File: config.mk
export PLATFORM = sky130hd
export DESIGN_NAME = multi_io_flash_read
export DESIGN_NICKNAME = d
export VERILOG_FILES = /design/src/rtl/flash_read_pkg.sv /design/src/rtl/sclk_quarter_gen.sv /design/src/rtl/multi_io_flash_read.sv
export VERILOG_INCLUDE_DIRS = /design/src /design/src/rtl
export SDC_FILE = /design/constraint.sdc
export NUM_CORES = 1
export LEC_CHECK = 0
export ABC_AREA = 1
export BUFFER_PORTS_ARGS = -buffer_cell sky130_fd_sc_hd__buf_2
export CORE_MARGIN = 5
export CORE_UTILIZATION = 45
export CTS_BUF_LIST = sky130_fd_sc_hd__clkbuf_4 sky130_fd_sc_hd__clkbuf_8
export CTS_CLUSTER_DIAMETER = 200
export DETAILED_ROUTE_END_ITERATION = 10
export SLEW_MARGIN = 40
export SYNTH_ARGS = -nofsm -noshare
export SYNTH_HDL_FRONTEND = slang
export SYNTH_SLANG_ARGS = --single-unit
export TNS_END_PERCENT = 20
File: constraint.sdc
create_clock -name clk -period 4.8 [get_ports clk]
set_input_delay 0.48 -clock clk [delete_from_list [all_inputs] [get_ports clk]]
set_output_delay 0.48 -clock clk [all_outputs]
set_load 0.05 [all_outputs]
File: src/rtl/flash_read_defs.svh
// Notes on behaviour
// Fast single-line read: device latches address on rise, shifts data on fall.
// Device address advances per byte and wraps to zero after the top.
// Fast read: select low, instruction, 3-byte address, dummy byte, data until deselect.
// Device ignores reads while a program, erase or status write runs.
// Single-line double-rate: instruction 1 bit/clock, address 2 bits/clock, 6 dummy clocks.
// Double-rate single line: one bit on rise, the other on fall.
// Dual read: address on lanes 1..0 on rises, 4 dummy, two bits per fall.
// Dual double-rate: address 4 bits/clock, two per edge, 6 dummy clocks.
// Host sets quad enable before issuing the quad read.
// Quad read: address on lanes 3..0 on rises, 6 dummy, four bits per fall.
// Quad enhance: address, toggle byte, 4 dummy; next frame starts at the address.
// Complementary toggle byte nibbles keep enhance mode.
// Non-complementary toggle byte ends enhance mode; next frame needs the instruction.
// Host sets quad enable before issuing the quad double-rate read.
// Quad double-rate: address 8 bits/clock, four per edge, 8 dummy clocks.
// Quad double-rate enhance: address, toggle byte, 7 dummy clocks, later frames skip instruction.
// With quad enable set, lanes 2 and 3 carry data, not protect or hold.
// Most significant bit on the highest lane; bytes go most significant bit first.
// Device releases outputs and aborts the read when select rises.
`ifndef FLASH_READ_DEFS_SVH
`define FLASH_READ_DEFS_SVH
`define FR_QUARTER_CYC 4'h4
`define FR_INSTR_SLOTS 5'h08
`define FR_ADDR_BITS 5'h18
`define FR_ENH_BITS 5'h08
`define FR_BYTE_BITS 4'h8
`define FR_DUMMY_FAST 5'h08
`define FR_DUMMY_SDTR 5'h06
`define FR_DUMMY_DUAL 5'h04
`define FR_DUMMY_DDTR 5'h06
`define FR_DUMMY_QUAD 5'h06
`define FR_DUMMY_QUAD_ENH 5'h04
`define FR_DUMMY_QDTR 5'h08
`define FR_DUMMY_QDTR_ENH 5'h07
`define FR_ADDR_PAD 16'h0000
`define FR_IDLE_OUT 4'hC
`endif

File: src/rtl/flash_read_pkg.sv
`include "flash_read_defs.svh"
package flash_read_pkg;
  typedef enum logic [2:0] {
    M_FAST = 3'b000,
    M_SINGLE_LINE_DOUBLE_RATE_READ = 3'b001,
    M_DUAL_LANE_READ = 3'b010,
    M_DUAL_LANE_DOUBLE_RATE_READ = 3'b011,
    M_QUAD_LANE_READ = 3'b100,
    M_QUAD_LANE_DOUBLE_RATE_READ = 3'b101
  } read_mode_e;

  typedef enum logic [2:0] {
    ST_IDLE = 3'b000,
    ST_INSTR = 3'b001,
    ST_ADDR = 3'b010,
    ST_ENH = 3'b011,
    ST_DUMMY = 3'b100,
    ST_DATA = 3'b101,
    ST_END = 3'b110,
    ST_GAP = 3'b111
  } seq_state_e;

  function automatic logic [1:0] lanes_lg(input logic [2:0] m);
    lanes_lg = (m == M_QUAD_LANE_READ || m == M_QUAD_LANE_DOUBLE_RATE_READ) ? 2'h2 :
               (m == M_DUAL_LANE_READ || m == M_DUAL_LANE_DOUBLE_RATE_READ) ? 2'h1 : 2'h0;
  endfunction : lanes_lg

  function automatic logic is_dtr(input logic [2:0] m);
    is_dtr = m[0];
  endfunction : is_dtr

  function automatic logic is_quad(input logic [2:0] m);
    is_quad = (lanes_lg(m) == 2'h2);
  endfunction : is_quad

  function automatic logic [4:0] dummy_clocks(input logic [2:0] m, input logic enh);
    case (m)
      M_FAST: dummy_clocks = `FR_DUMMY_FAST;
      M_SINGLE_LINE_DOUBLE_RATE_READ: dummy_clocks = `FR_DUMMY_SDTR;
      M_DUAL_LANE_READ: dummy_clocks = `FR_DUMMY_DUAL;
      M_DUAL_LANE_DOUBLE_RATE_READ: dummy_clocks = `FR_DUMMY_DDTR;
      M_QUAD_LANE_READ: dummy_clocks = enh ? `FR_DUMMY_QUAD_ENH : `FR_DUMMY_QUAD;
      default: dummy_clocks = enh ? `FR_DUMMY_QDTR_ENH : `FR_DUMMY_QDTR;
    endcase
  endfunction : dummy_clocks

  function automatic logic keeps_enh(input logic [7:0] p);
    keeps_enh = (p[7:4] == ~p[3:0]);
  endfunction : keeps_enh
endpackage : flash_read_pkg

File: src/rtl/sclk_quarter_gen.sv
`timescale 1ns/1ps
`default_nettype none
`include "flash_read_defs.svh"
module sclk_quarter_gen (
  // Clock and reset
  input wire logic clk,
  input wire logic rst,
  // Control
  input wire logic run,
  // Quarter-period events
  output logic tick,
  output logic [1:0] phase
);
  logic [3:0] cnt_q, cnt_d;
  logic [1:0] ph_q, ph_d;

  // Parked at phase 3 so the first tick of a frame enters phase 0
  always_comb begin
    tick = run && (cnt_q == 4'h0);
    phase = ph_q + 2'h1;
    cnt_d = cnt_q;
    ph_d = ph_q;
    if (!run) begin
      cnt_d = `FR_QUARTER_CYC - 4'h1;
      ph_d = 2'h3;
    end else if (tick) begin
      cnt_d = `FR_QUARTER_CYC - 4'h1;
      ph_d = phase;
    end else begin
      cnt_d = cnt_q - 4'h1;
    end
  end

  always_ff @(posedge clk or posedge rst) begin
    if (rst) begin
      cnt_q <= `FR_QUARTER_CYC - 4'h1;
      ph_q <= 2'h3;
    end else begin
      cnt_q <= cnt_d;
      ph_q <= ph_d;
    end
  end
endmodule : sclk_quarter_gen
`default_nettype wire

File: src/rtl/multi_io_flash_read.sv
`timescale 1ns/1ps
`default_nettype none
`include "flash_read_defs.svh"
module multi_io_flash_read import flash_read_pkg::*; #(
  // Instruction codes, values arbitrary
  parameter logic [7:0] OP_FAST = 8'h01,
  parameter logic [7:0] OP_SDTR = 8'h02,
  parameter logic [7:0] OP_DUAL = 8'h03,
  parameter logic [7:0] OP_DDTR = 8'h04,
  parameter logic [7:0] OP_QUAD = 8'h05,
  parameter logic [7:0] OP_QDTR = 8'h06
) (
  // Clock and reset
  input wire logic clk,
  input wire logic rst,
  // Read request
  input wire logic cmd_valid,
  output logic cmd_ready,
  input wire logic [2:0] cmd_mode,
  input wire logic [23:0] cmd_addr,
  input wire logic [15:0] cmd_len,
  input wire logic cmd_enh,
  input wire logic [7:0] cmd_enh_byte,
  input wire logic cmd_abort,
  // Device state known to the host
  input wire logic write_cycle_active_flag,
  input wire logic quad_io_enable_bit,
  // Results
  output logic [7:0] rd_data,
  output logic rd_valid,
  output logic done,
  output logic refused,
  output logic enh_active,
  // Flash pins
  output logic chip_select_n,
  output logic sclk,
  input wire logic [3:0] io_lane_in,
  output logic [3:0] io_lane_out,
  output logic [3:0] io_lane_oe_n
);
  seq_state_e st_q, st_d, src_st;
  logic [2:0] mode_q, mode_d, eff_mode, enh_mode_q, enh_mode_d;
  logic [23:0] sh_q, sh_d, src_sh, addr_q, addr_d;
  logic [4:0] cnt_q, cnt_d, src_cnt;
  logic [1:0] lg_q, lg_d, src_lg;
  logic [15:0] left_q, left_d;
  logic [7:0] enh_byte_q, enh_byte_d, in_q, in_d, in_sh, opcode;
  logic [3:0] bitc_q, bitc_d, bitc_n;
  logic [3:0] io_s1_q, io_s2_q, out_q, out_d, oe_n_q, oe_n_d;
  logic send_enh_q, send_enh_d, enh_q, enh_d, eff_enh, bad;
  logic cs_n_q, cs_n_d, sclk_q, sclk_d;
  logic [7:0] rd_data_q, rd_data_d;
  logic rd_valid_q, rd_valid_d, done_q, done_d, refused_q, refused_d;
  logic tick, drive, samp;
  logic [1:0] ph;
  int nl;

  sclk_quarter_gen u_quarter (
    .clk(clk),
    .rst(rst),
    .run(st_q != ST_IDLE),
    .tick(tick),
    .phase(ph)
  );

  // Pins come from the device's clocking, so two flops first
  always_ff @(posedge clk or posedge rst) begin
    if (rst) begin
      io_s1_q <= 4'h0;
      io_s2_q <= 4'h0;
    end else begin
      io_s1_q <= io_lane_in;
      io_s2_q <= io_s1_q;
    end
  end

  // An open enhance frame fixes the mode; the toggle byte must follow every time
  always_comb begin
    eff_mode = enh_q ? enh_mode_q : cmd_mode;
    eff_enh = is_quad(eff_mode) && (cmd_enh || enh_q);
    bad = write_cycle_active_flag
       || (is_quad(eff_mode) && !quad_io_enable_bit)
       || (eff_mode > M_QUAD_LANE_DOUBLE_RATE_READ);
    case (eff_mode)
      M_FAST: opcode = OP_FAST;
      M_SINGLE_LINE_DOUBLE_RATE_READ: opcode = OP_SDTR;
      M_DUAL_LANE_READ: opcode = OP_DUAL;
      M_DUAL_LANE_DOUBLE_RATE_READ: opcode = OP_DDTR;
      M_QUAD_LANE_READ: opcode = OP_QUAD;
      default: opcode = OP_QDTR;
    endcase
  end

  always_comb begin
    st_d = st_q;
    mode_d = mode_q;
    enh_mode_d = enh_mode_q;
    sh_d = sh_q;
    addr_d = addr_q;
    cnt_d = cnt_q;
    lg_d = lg_q;
    left_d = left_q;
    enh_byte_d = enh_byte_q;
    in_d = in_q;
    bitc_d = bitc_q;
    out_d = out_q;
    oe_n_d = oe_n_q;
    send_enh_d = send_enh_q;
    enh_d = enh_q;
    cs_n_d = cs_n_q;
    sclk_d = sclk_q;
    rd_data_d = rd_data_q;
    rd_valid_d = 1'b0;
    done_d = 1'b0;
    refused_d = 1'b0;
    src_st = st_q;
    src_sh = sh_q;
    src_cnt = cnt_q;
    src_lg = lg_q;
    nl = 1;
    // Host launches at mid-low, and also mid-high for double-rate address
    drive = tick && (ph == 2'h0 || (is_dtr(mode_q) && ph == 2'h2
            && (st_q == ST_ADDR || st_q == ST_ENH)));
    // Single-rate data is taken at the rise, double-rate after each edge
    samp = tick && st_q == ST_DATA && (is_dtr(mode_q) ? (ph == 2'h0 || ph == 2'h2)
            : (ph == 2'h1));
    case (lg_q)
      2'h0: in_sh = {in_q[6:0], io_s2_q[1]};
      2'h1: in_sh = {in_q[5:0], io_s2_q[1:0]};
      default: in_sh = {in_q[3:0], io_s2_q[3:0]};
    endcase
    bitc_n = bitc_q + 4'(1 << lg_q);
    if (tick) begin
      sclk_d = (ph == 2'h1) || (ph == 2'h2);
    end
    case (st_q)
      ST_IDLE: begin
        sclk_d = 1'b0;
        out_d = `FR_IDLE_OUT;
        // Lanes 2 and 3 stay high as protect and hold unless quad is on
        oe_n_d = {{2{quad_io_enable_bit}}, 2'b11};
        if (cmd_valid) begin
          if (bad) begin
            refused_d = 1'b1;
          end else begin
            mode_d = eff_mode;
            send_enh_d = eff_enh;
            enh_byte_d = cmd_enh_byte;
            addr_d = cmd_addr;
            left_d = cmd_len;
            cs_n_d = 1'b0;
            if (enh_q) begin
              st_d = ST_ADDR;
              sh_d = cmd_addr;
              lg_d = lanes_lg(eff_mode);
              cnt_d = `FR_ADDR_BITS >> lanes_lg(eff_mode);
            end else begin
              st_d = ST_INSTR;
              sh_d = {opcode, `FR_ADDR_PAD};
              lg_d = 2'h0;
              cnt_d = `FR_INSTR_SLOTS;
            end
          end
        end
      end
      ST_INSTR, ST_ADDR, ST_ENH: begin
        if (cmd_abort) begin
          st_d = ST_END;
        end else if (drive) begin
          if (cnt_q == 5'h00) begin
            if (st_q == ST_INSTR) begin
              src_st = ST_ADDR;
              src_sh = addr_q;
              src_lg = lanes_lg(mode_q);
              src_cnt = `FR_ADDR_BITS >> src_lg;
            end else if (st_q == ST_ADDR && send_enh_q) begin
              src_st = ST_ENH;
              src_sh = {enh_byte_q, `FR_ADDR_PAD};
              src_cnt = `FR_ENH_BITS >> src_lg;
            end else begin
              src_st = ST_DUMMY;
              src_cnt = dummy_clocks(mode_q, send_enh_q) - 5'h01;
            end
            if (st_q == ST_ENH) begin
              enh_d = keeps_enh(enh_byte_q);
              enh_mode_d = mode_q;
            end
          end
          st_d = src_st;
          lg_d = src_lg;
          nl = 1 << src_lg;
          if (src_st == ST_DUMMY) begin
            cnt_d = src_cnt;
            for (int i = 0; i < 4; i++) begin
              if (i < nl && src_lg != 2'h0) oe_n_d[i] = 1'b1;
            end
            if (src_lg == 2'h0) out_d[0] = 1'b0;
          end else begin
            // Top bits of the field, highest bit on the highest lane
            for (int i = 0; i < 4; i++) begin
              if (i < nl) begin
                out_d[i] = src_sh[24 - nl + i];
                oe_n_d[i] = 1'b0;
              end
            end
            sh_d = src_sh << nl;
            cnt_d = src_cnt - 5'h01;
          end
        end
      end
      ST_DUMMY: begin
        if (cmd_abort) begin
          st_d = ST_END;
        end else if (tick && ph == 2'h0) begin
          if (cnt_q != 5'h00) begin
            cnt_d = cnt_q - 5'h01;
          end else begin
            st_d = ST_DATA;
            bitc_d = 4'h0;
          end
        end
      end
      ST_DATA: begin
        if (cmd_abort) begin
          st_d = ST_END;
        end else if (samp) begin
          if (bitc_n == `FR_BYTE_BITS) begin
            rd_data_d = in_sh;
            rd_valid_d = 1'b1;
            bitc_d = 4'h0;
            addr_d = addr_q + 24'h000001;
            if (left_q == 16'h0001) st_d = ST_END;
            if (left_q != 16'h0000) left_d = left_q - 16'h0001;
          end else begin
            bitc_d = bitc_n;
          end
          in_d = in_sh;
        end
      end
      ST_END: begin
        // Finish a started high phase, but never begin a new clock
        if (tick) sclk_d = sclk_q && (ph == 2'h2);
        if (tick && ph == 2'h0) begin
          cs_n_d = 1'b1;
          out_d = `FR_IDLE_OUT;
          oe_n_d = {{2{quad_io_enable_bit}}, 2'b11};
          st_d = ST_GAP;
        end
      end
      ST_GAP: begin
        sclk_d = 1'b0;
        if (tick) begin
          st_d = ST_IDLE;
          done_d = 1'b1;
        end
      end
      default: st_d = ST_IDLE;
    endcase
  end

  always_ff @(posedge clk or posedge rst) begin
    if (rst) begin
      st_q <= ST_IDLE;
      mode_q <= 3'h0;
      enh_mode_q <= 3'h0;
      sh_q <= 24'h000000;
      addr_q <= 24'h000000;
      cnt_q <= 5'h00;
      lg_q <= 2'h0;
      left_q <= 16'h0000;
      enh_byte_q <= 8'h00;
      in_q <= 8'h00;
      bitc_q <= 4'h0;
      out_q <= 4'h0;
      oe_n_q <= 4'hF;
      send_enh_q <= 1'b0;
      enh_q <= 1'b0;
      cs_n_q <= 1'b1;
      sclk_q <= 1'b0;
      rd_data_q <= 8'h00;
      rd_valid_q <= 1'b0;
      done_q <= 1'b0;
      refused_q <= 1'b0;
    end else begin
      st_q <= st_d;
      mode_q <= mode_d;
      enh_mode_q <= enh_mode_d;
      sh_q <= sh_d;
      addr_q <= addr_d;
      cnt_q <= cnt_d;
      lg_q <= lg_d;
      left_q <= left_d;
      enh_byte_q <= enh_byte_d;
      in_q <= in_d;
      bitc_q <= bitc_d;
      out_q <= out_d;
      oe_n_q <= oe_n_d;
      send_enh_q <= send_enh_d;
      enh_q <= enh_d;
      cs_n_q <= cs_n_d;
      sclk_q <= sclk_d;
      rd_data_q <= rd_data_d;
      rd_valid_q <= rd_valid_d;
      done_q <= done_d;
      refused_q <= refused_d;
    end
  end

  assign cmd_ready = (st_q == ST_IDLE);
  assign rd_data = rd_data_q;
  assign rd_valid = rd_valid_q;
  assign done = done_q;
  assign refused = refused_q;
  assign enh_active = enh_q;
  assign chip_select_n = cs_n_q;
  assign sclk = sclk_q;
  assign io_lane_out = out_q;
  assign io_lane_oe_n = oe_n_q;
endmodule : multi_io_flash_read
`default_nettype wire

==> impl_summary.log <==
[metrics] result of the run: finished, final reports clean
[metrics] clock network fraction of design power: 0.131
[metrics] utilization after layout: 0.503
[metrics] slew at the pin closest to its max-slew limit: 0.847 ns
[metrics] Clock Tree Root: sky130_fd_sc_hd__clkbuf_8
[metrics] most area-consuming cells after synthesis: sky130_fd_sc_hd__dfrtp_1 32%, sky130_fd_sc_hd__nand2_1 14%, sky130_fd_sc_hd__nand3_1 10%, sky130_fd_sc_hd__o21ai_0 5.9%, sky130_fd_sc_hd__inv_1 5.8%
[metrics] critical register-to-register path endpoint: io_lane_out[3]
[metrics] P&R area growth vs syn: 10.4%
[metrics] cells on worst reg2reg path: 17
[metrics] met3 Track Usage GR: 0.0517
[metrics] CP Class: reg -> reg
[metrics] clock tree from TritonCTS: built
[metrics] total gr overflow: 0
[metrics] layer carrying the most global-route usage: met2
[metrics] crit start category: flop
[metrics] clock transition time at the flip-flop clock pins of the worst setup and hold paths: 0.10 ns
[metrics] cell with the most instances after synthesis: sky130_fd_sc_hd__nand2_1
[metrics] met1 track demand over resource in global routing: 0.369
[metrics] Routed wire per std cell: 17.8 um
[metrics] highest net fanout along the worst path: 13
[metrics] path category of the worst min-delay check: in -> async
[metrics] Synth cell types: 50
[metrics] number of antenna violations at the first check in global routing: 0
[metrics] first-pass GRT wire length: 52,500 um
[metrics] Skew-Pair Late Insertion Delay: 0.47 ns
[metrics] net count after synthesis: 1,552
[metrics] worst slew margin relative to its limit: 0.429
[metrics] final worst path period need: 4.24 ns
[metrics] pwr dens: 675 nW/um2
[metrics] width of the chip: 158 um
[metrics] total clock buffers created by CTS: 17
[metrics] highest clock frequency the design can meet: 0.236 GHz
[metrics] final routed wirelength across all metal layers: 32,400 um
[metrics] global-route usage over all layers: 0.266
[metrics] quantity of hold-fixing buffers added after cts: 0
[metrics] data arrival time of the worst path: 4.63 ns
[metrics] count of cells resized by post-cts repair: 0
[metrics] DRT antenna net count: 0
[metrics] number of buffers between clock root and the deepest sink: 2
[metrics] share of post-route cells with drive strength above 1: 0.113
[metrics] number of failing setup endpoints in the final timing report: 0
[metrics] number of global-route vias before repair: 9,792
[metrics] FF+latch count, synth: 136
[metrics] initial standard-cell utilization of the core: 0.455
[metrics] biggest area consumer among synthesized cells: sky130_fd_sc_hd__dfrtp_1
[metrics] count of flip-flops with a built-in enable after synthesis: 0
[metrics] count of final max-slew check failures: 0
[metrics] # rows: 54
[metrics] Post-Syn Area: 9870 um2
[metrics] Synth Flop Type: sky130_fd_sc_hd__dfrtp_1
[metrics] RSZ-0062 raised after global routing: false
[metrics] vias after detailed routing: 10,183
[metrics] height of the chip: 158 um
[metrics] setup skew after layout: 0.0120 ns
[metrics] Final Hold Violating Endpoints: 0
[metrics] cells after synthesis: 1,463
[metrics] count of filler cells inserted in the layout: 2,292
[metrics] I/O pin cnt: 85
[metrics] worst vdd ir: 234 uV
[metrics] number of synthesis warnings: 0
[metrics] number of port buffers: 84
[metrics] worst reg2reg path startpoint: cnt_q[0]
[metrics] n_diodes: 0
[metrics] violation count after the first detailed-route iteration: 1,018
[metrics] average size of a mapped cell: 6.75 um2
[metrics] Flop pwr share: 0.279
[metrics] top cell type's share of synthesized area: 0.322
[metrics] Sinks on Clock Net: 136
[metrics] final critical-path share of the clock period: 0.883
[metrics] endpoint kind of the worst setup timing path: flop
[metrics] Synth async-reset ratio: 1.00
[metrics] postcts setup bufs: 0
[metrics] final estimated routing congestion in global placement: 0.985
[metrics] Post-synth top cells: 374 x sky130_fd_sc_hd__nand2_1, 202 x sky130_fd_sc_hd__nand3_1, 153 x sky130_fd_sc_hd__inv_1, 127 x sky130_fd_sc_hd__dfrtp_1, 127 x sky130_fd_sc_hd__nor2_1
[metrics] worst reg-to-reg setup slack: 0.56 ns
[metrics] number of vias per cell after detailed routing: 5.59
[metrics] nets: 1,618
[metrics] die area: 25,000 um2
[metrics] switching pwr: 0.00400 W
[metrics] met2 Resource Use GR: 0.413
[metrics] share of the yosys chip area belonging to registers: 0.346
[metrics] drt pass-1 iters: 6
[metrics] final routed DRC violation total: 0
[metrics] H-tree levels: 4
[metrics] largest net degree at the start of global routing: 98
[metrics] core area: 21,700 um2
[metrics] internal power: 0.00336 W
[metrics] total negative setup slack: 0 ns
[metrics] Static Leakage: 5.36 nW
[metrics] fraction of power consumed by combinational cells: 0.591
[metrics] switching share of power: 0.543
[metrics] sum of net half-perimeters after detailed placement: 24,500 um
[metrics] reported max-cap violation count: 0
[metrics] Critical Path RT: 5.20 ns
-- layout by cell type, fill, tap and decap left out, types with 4 or more instances in the layout --
| cell | count |
|---|---|
| sky130_fd_sc_hd__a21oi_1 | 67 |
| sky130_fd_sc_hd__a22oi_1 | 5 |
| sky130_fd_sc_hd__a31oi_1 | 19 |
| sky130_fd_sc_hd__buf_2 | 84 |
| sky130_fd_sc_hd__buf_4 | 14 |
| sky130_fd_sc_hd__clkbuf_8 | 17 |
| sky130_fd_sc_hd__clkinv_1 | 5 |
| sky130_fd_sc_hd__dfrtp_1 | 127 |
| sky130_fd_sc_hd__dfstp_2 | 9 |
| sky130_fd_sc_hd__ha_1 | 26 |
| sky130_fd_sc_hd__inv_1 | 152 |
| sky130_fd_sc_hd__inv_6 | 5 |
| sky130_fd_sc_hd__inv_8 | 4 |
| sky130_fd_sc_hd__nand2_1 | 374 |
| sky130_fd_sc_hd__nand2_2 | 4 |
| sky130_fd_sc_hd__nand3_1 | 202 |
| sky130_fd_sc_hd__nand4_1 | 26 |
| sky130_fd_sc_hd__nor2_1 | 126 |
| sky130_fd_sc_hd__nor2_8 | 4 |
| sky130_fd_sc_hd__nor3_1 | 28 |
| sky130_fd_sc_hd__nor4_1 | 7 |
| sky130_fd_sc_hd__o211ai_1 | 19 |
| sky130_fd_sc_hd__o21ai_0 | 117 |
| sky130_fd_sc_hd__o21ai_1 | 11 |
| sky130_fd_sc_hd__o221ai_1 | 7 |
| sky130_fd_sc_hd__o22ai_1 | 7 |
| sky130_fd_sc_hd__o31ai_1 | 4 |
| sky130_fd_sc_hd__or2_2 | 6 |
| sky130_fd_sc_hd__xnor2_1 | 5 |
| sky130_fd_sc_hd__xor2_1 | 19 |
-- worst max-delay path, stage by stage (launching register included) --
cell and delay, ns:
sky130_fd_sc_hd__dfrtp_1 0.40, sky130_fd_sc_hd__inv_1 0.10, sky130_fd_sc_hd__ha_1 0.22, sky130_fd_sc_hd__nand3_1 0.09
sky130_fd_sc_hd__buf_4 0.19, sky130_fd_sc_hd__nor2_2 0.08, sky130_fd_sc_hd__o21ai_0 0.67, sky130_fd_sc_hd__ha_1 0.44
sky130_fd_sc_hd__ha_1 0.41, sky130_fd_sc_hd__clkinv_1 0.34, sky130_fd_sc_hd__nor2_1 0.32, sky130_fd_sc_hd__xor2_1 0.22
sky130_fd_sc_hd__inv_1 0.10, sky130_fd_sc_hd__a21oi_1 0.19, sky130_fd_sc_hd__inv_1 0.09, sky130_fd_sc_hd__nand3_1 0.09
sky130_fd_sc_hd__nand3_1 0.09, sky130_fd_sc_hd__a21oi_1 0.14
-- layer usage --
metal | part of all wire | up-vias
met1 | 0.45 | 4661
met2 | 0.44 | 425
met5 | 0 | -
li1 | - | 5023
met3 | 0.075 | 74
met4 | 0.033 | 0
-- state kept, by name (all words and copies together) (netlist names), 2 cells and up --
register         cells
rd_data              8
bitc_q               4
st_q                 3
addr_q              24
u_quarter.ph_q       2
io_lane_out          4
lg_q                 2
sh_q                24
enh_mode_q           3
io_s1_q              4
enh_byte_q           8
cnt_q                5
mode_q               3
io_s2_q              4
in_q                 7
u_quarter.cnt_q      4
left_q              16
io_lane_oe_n         4
-- power by group through the flow --
| stage | Combinational (W) | Clock [W] | Sequential (W) |
|---|---|---|---|
| after global routing | 0.00493 | 0.00104 | 0.00212 |
| after floorplan | 0.00316 | 0 | 0.00210 |
| after detailed placement | 0.00429 | 0 | 0.00206 |
| final | 0.00435 | 0.000961 | 0.00205 |
| after CTS | 0.00432 | 0.000991 | 0.00205 |
| after global placement | 0.00429 | 0 | 0.00206 |
-- worst max path at each step --
stage / startpoint / cells past startpoint / slack [ns] / endpoint
floorplan: rst / 1 / 0.70 / addr_q[0]
global placement: cnt_q[0] / 13 / 0.84 / sh_q[16]
detailed placement: st_q[2] / 15 / 0.73 / io_lane_out[3]
CTS: cnt_q[0] / 17 / 0.67 / io_lane_out[3]
global route: cnt_q[0] / 17 / 0.20 / io_lane_out[3]
finish: cnt_q[0] / 17 / 0.56 / io_lane_out[3]
-- cells by family after synthesis --
| family | share of synthesized area |
|---|---|
| AOI/OAI and AO/OA | 0.152 |
| xor gates and xnor gates | 0.0213 |
| adders and majority gates | 0.0350 |
| buffers and inverters | 0.0893 |
| DFF | 0.346 |
| muxes | 0.00101 |
| and+or+nand+nor | 0.355 |
-- cell type report --
class | count | area (um2) | area share
multi-input combinational | 1110 | 5580 | 0.512
clock inverter | 15 | 159 | 0.0146
sequential | 136 | 3410 | 0.313
timing repair buffer | 98 | 526 | 0.0482
clock buffer | 17 | 234 | 0.0215
inverter | 166 | 641 | 0.0588
tap | 280 | 350 | 0.0321
-- through the flow --
stage | hold WS (ns) | instance area (um2) | worst slack (ns) | total power, W | instances
after floorplan | 0.331 | 9870 | 0.695 | 0.00526 | 1463
after global placement | 0.335 | 10500 | 0.843 | 0.00635 | 1790
after detailed placement | 0.335 | 10500 | 0.726 | 0.00636 | 1790
after CTS | 0.0859 | 10900 | 0.675 | 0.00735 | 1822
after global routing | 0.0822 | 10900 | 0.204 | 0.00809 | 1822
final | 0.0961 | 10900 | 0.563 | 0.00736 | 1822
Note: power is estimated with default switching activity, not from simulation.
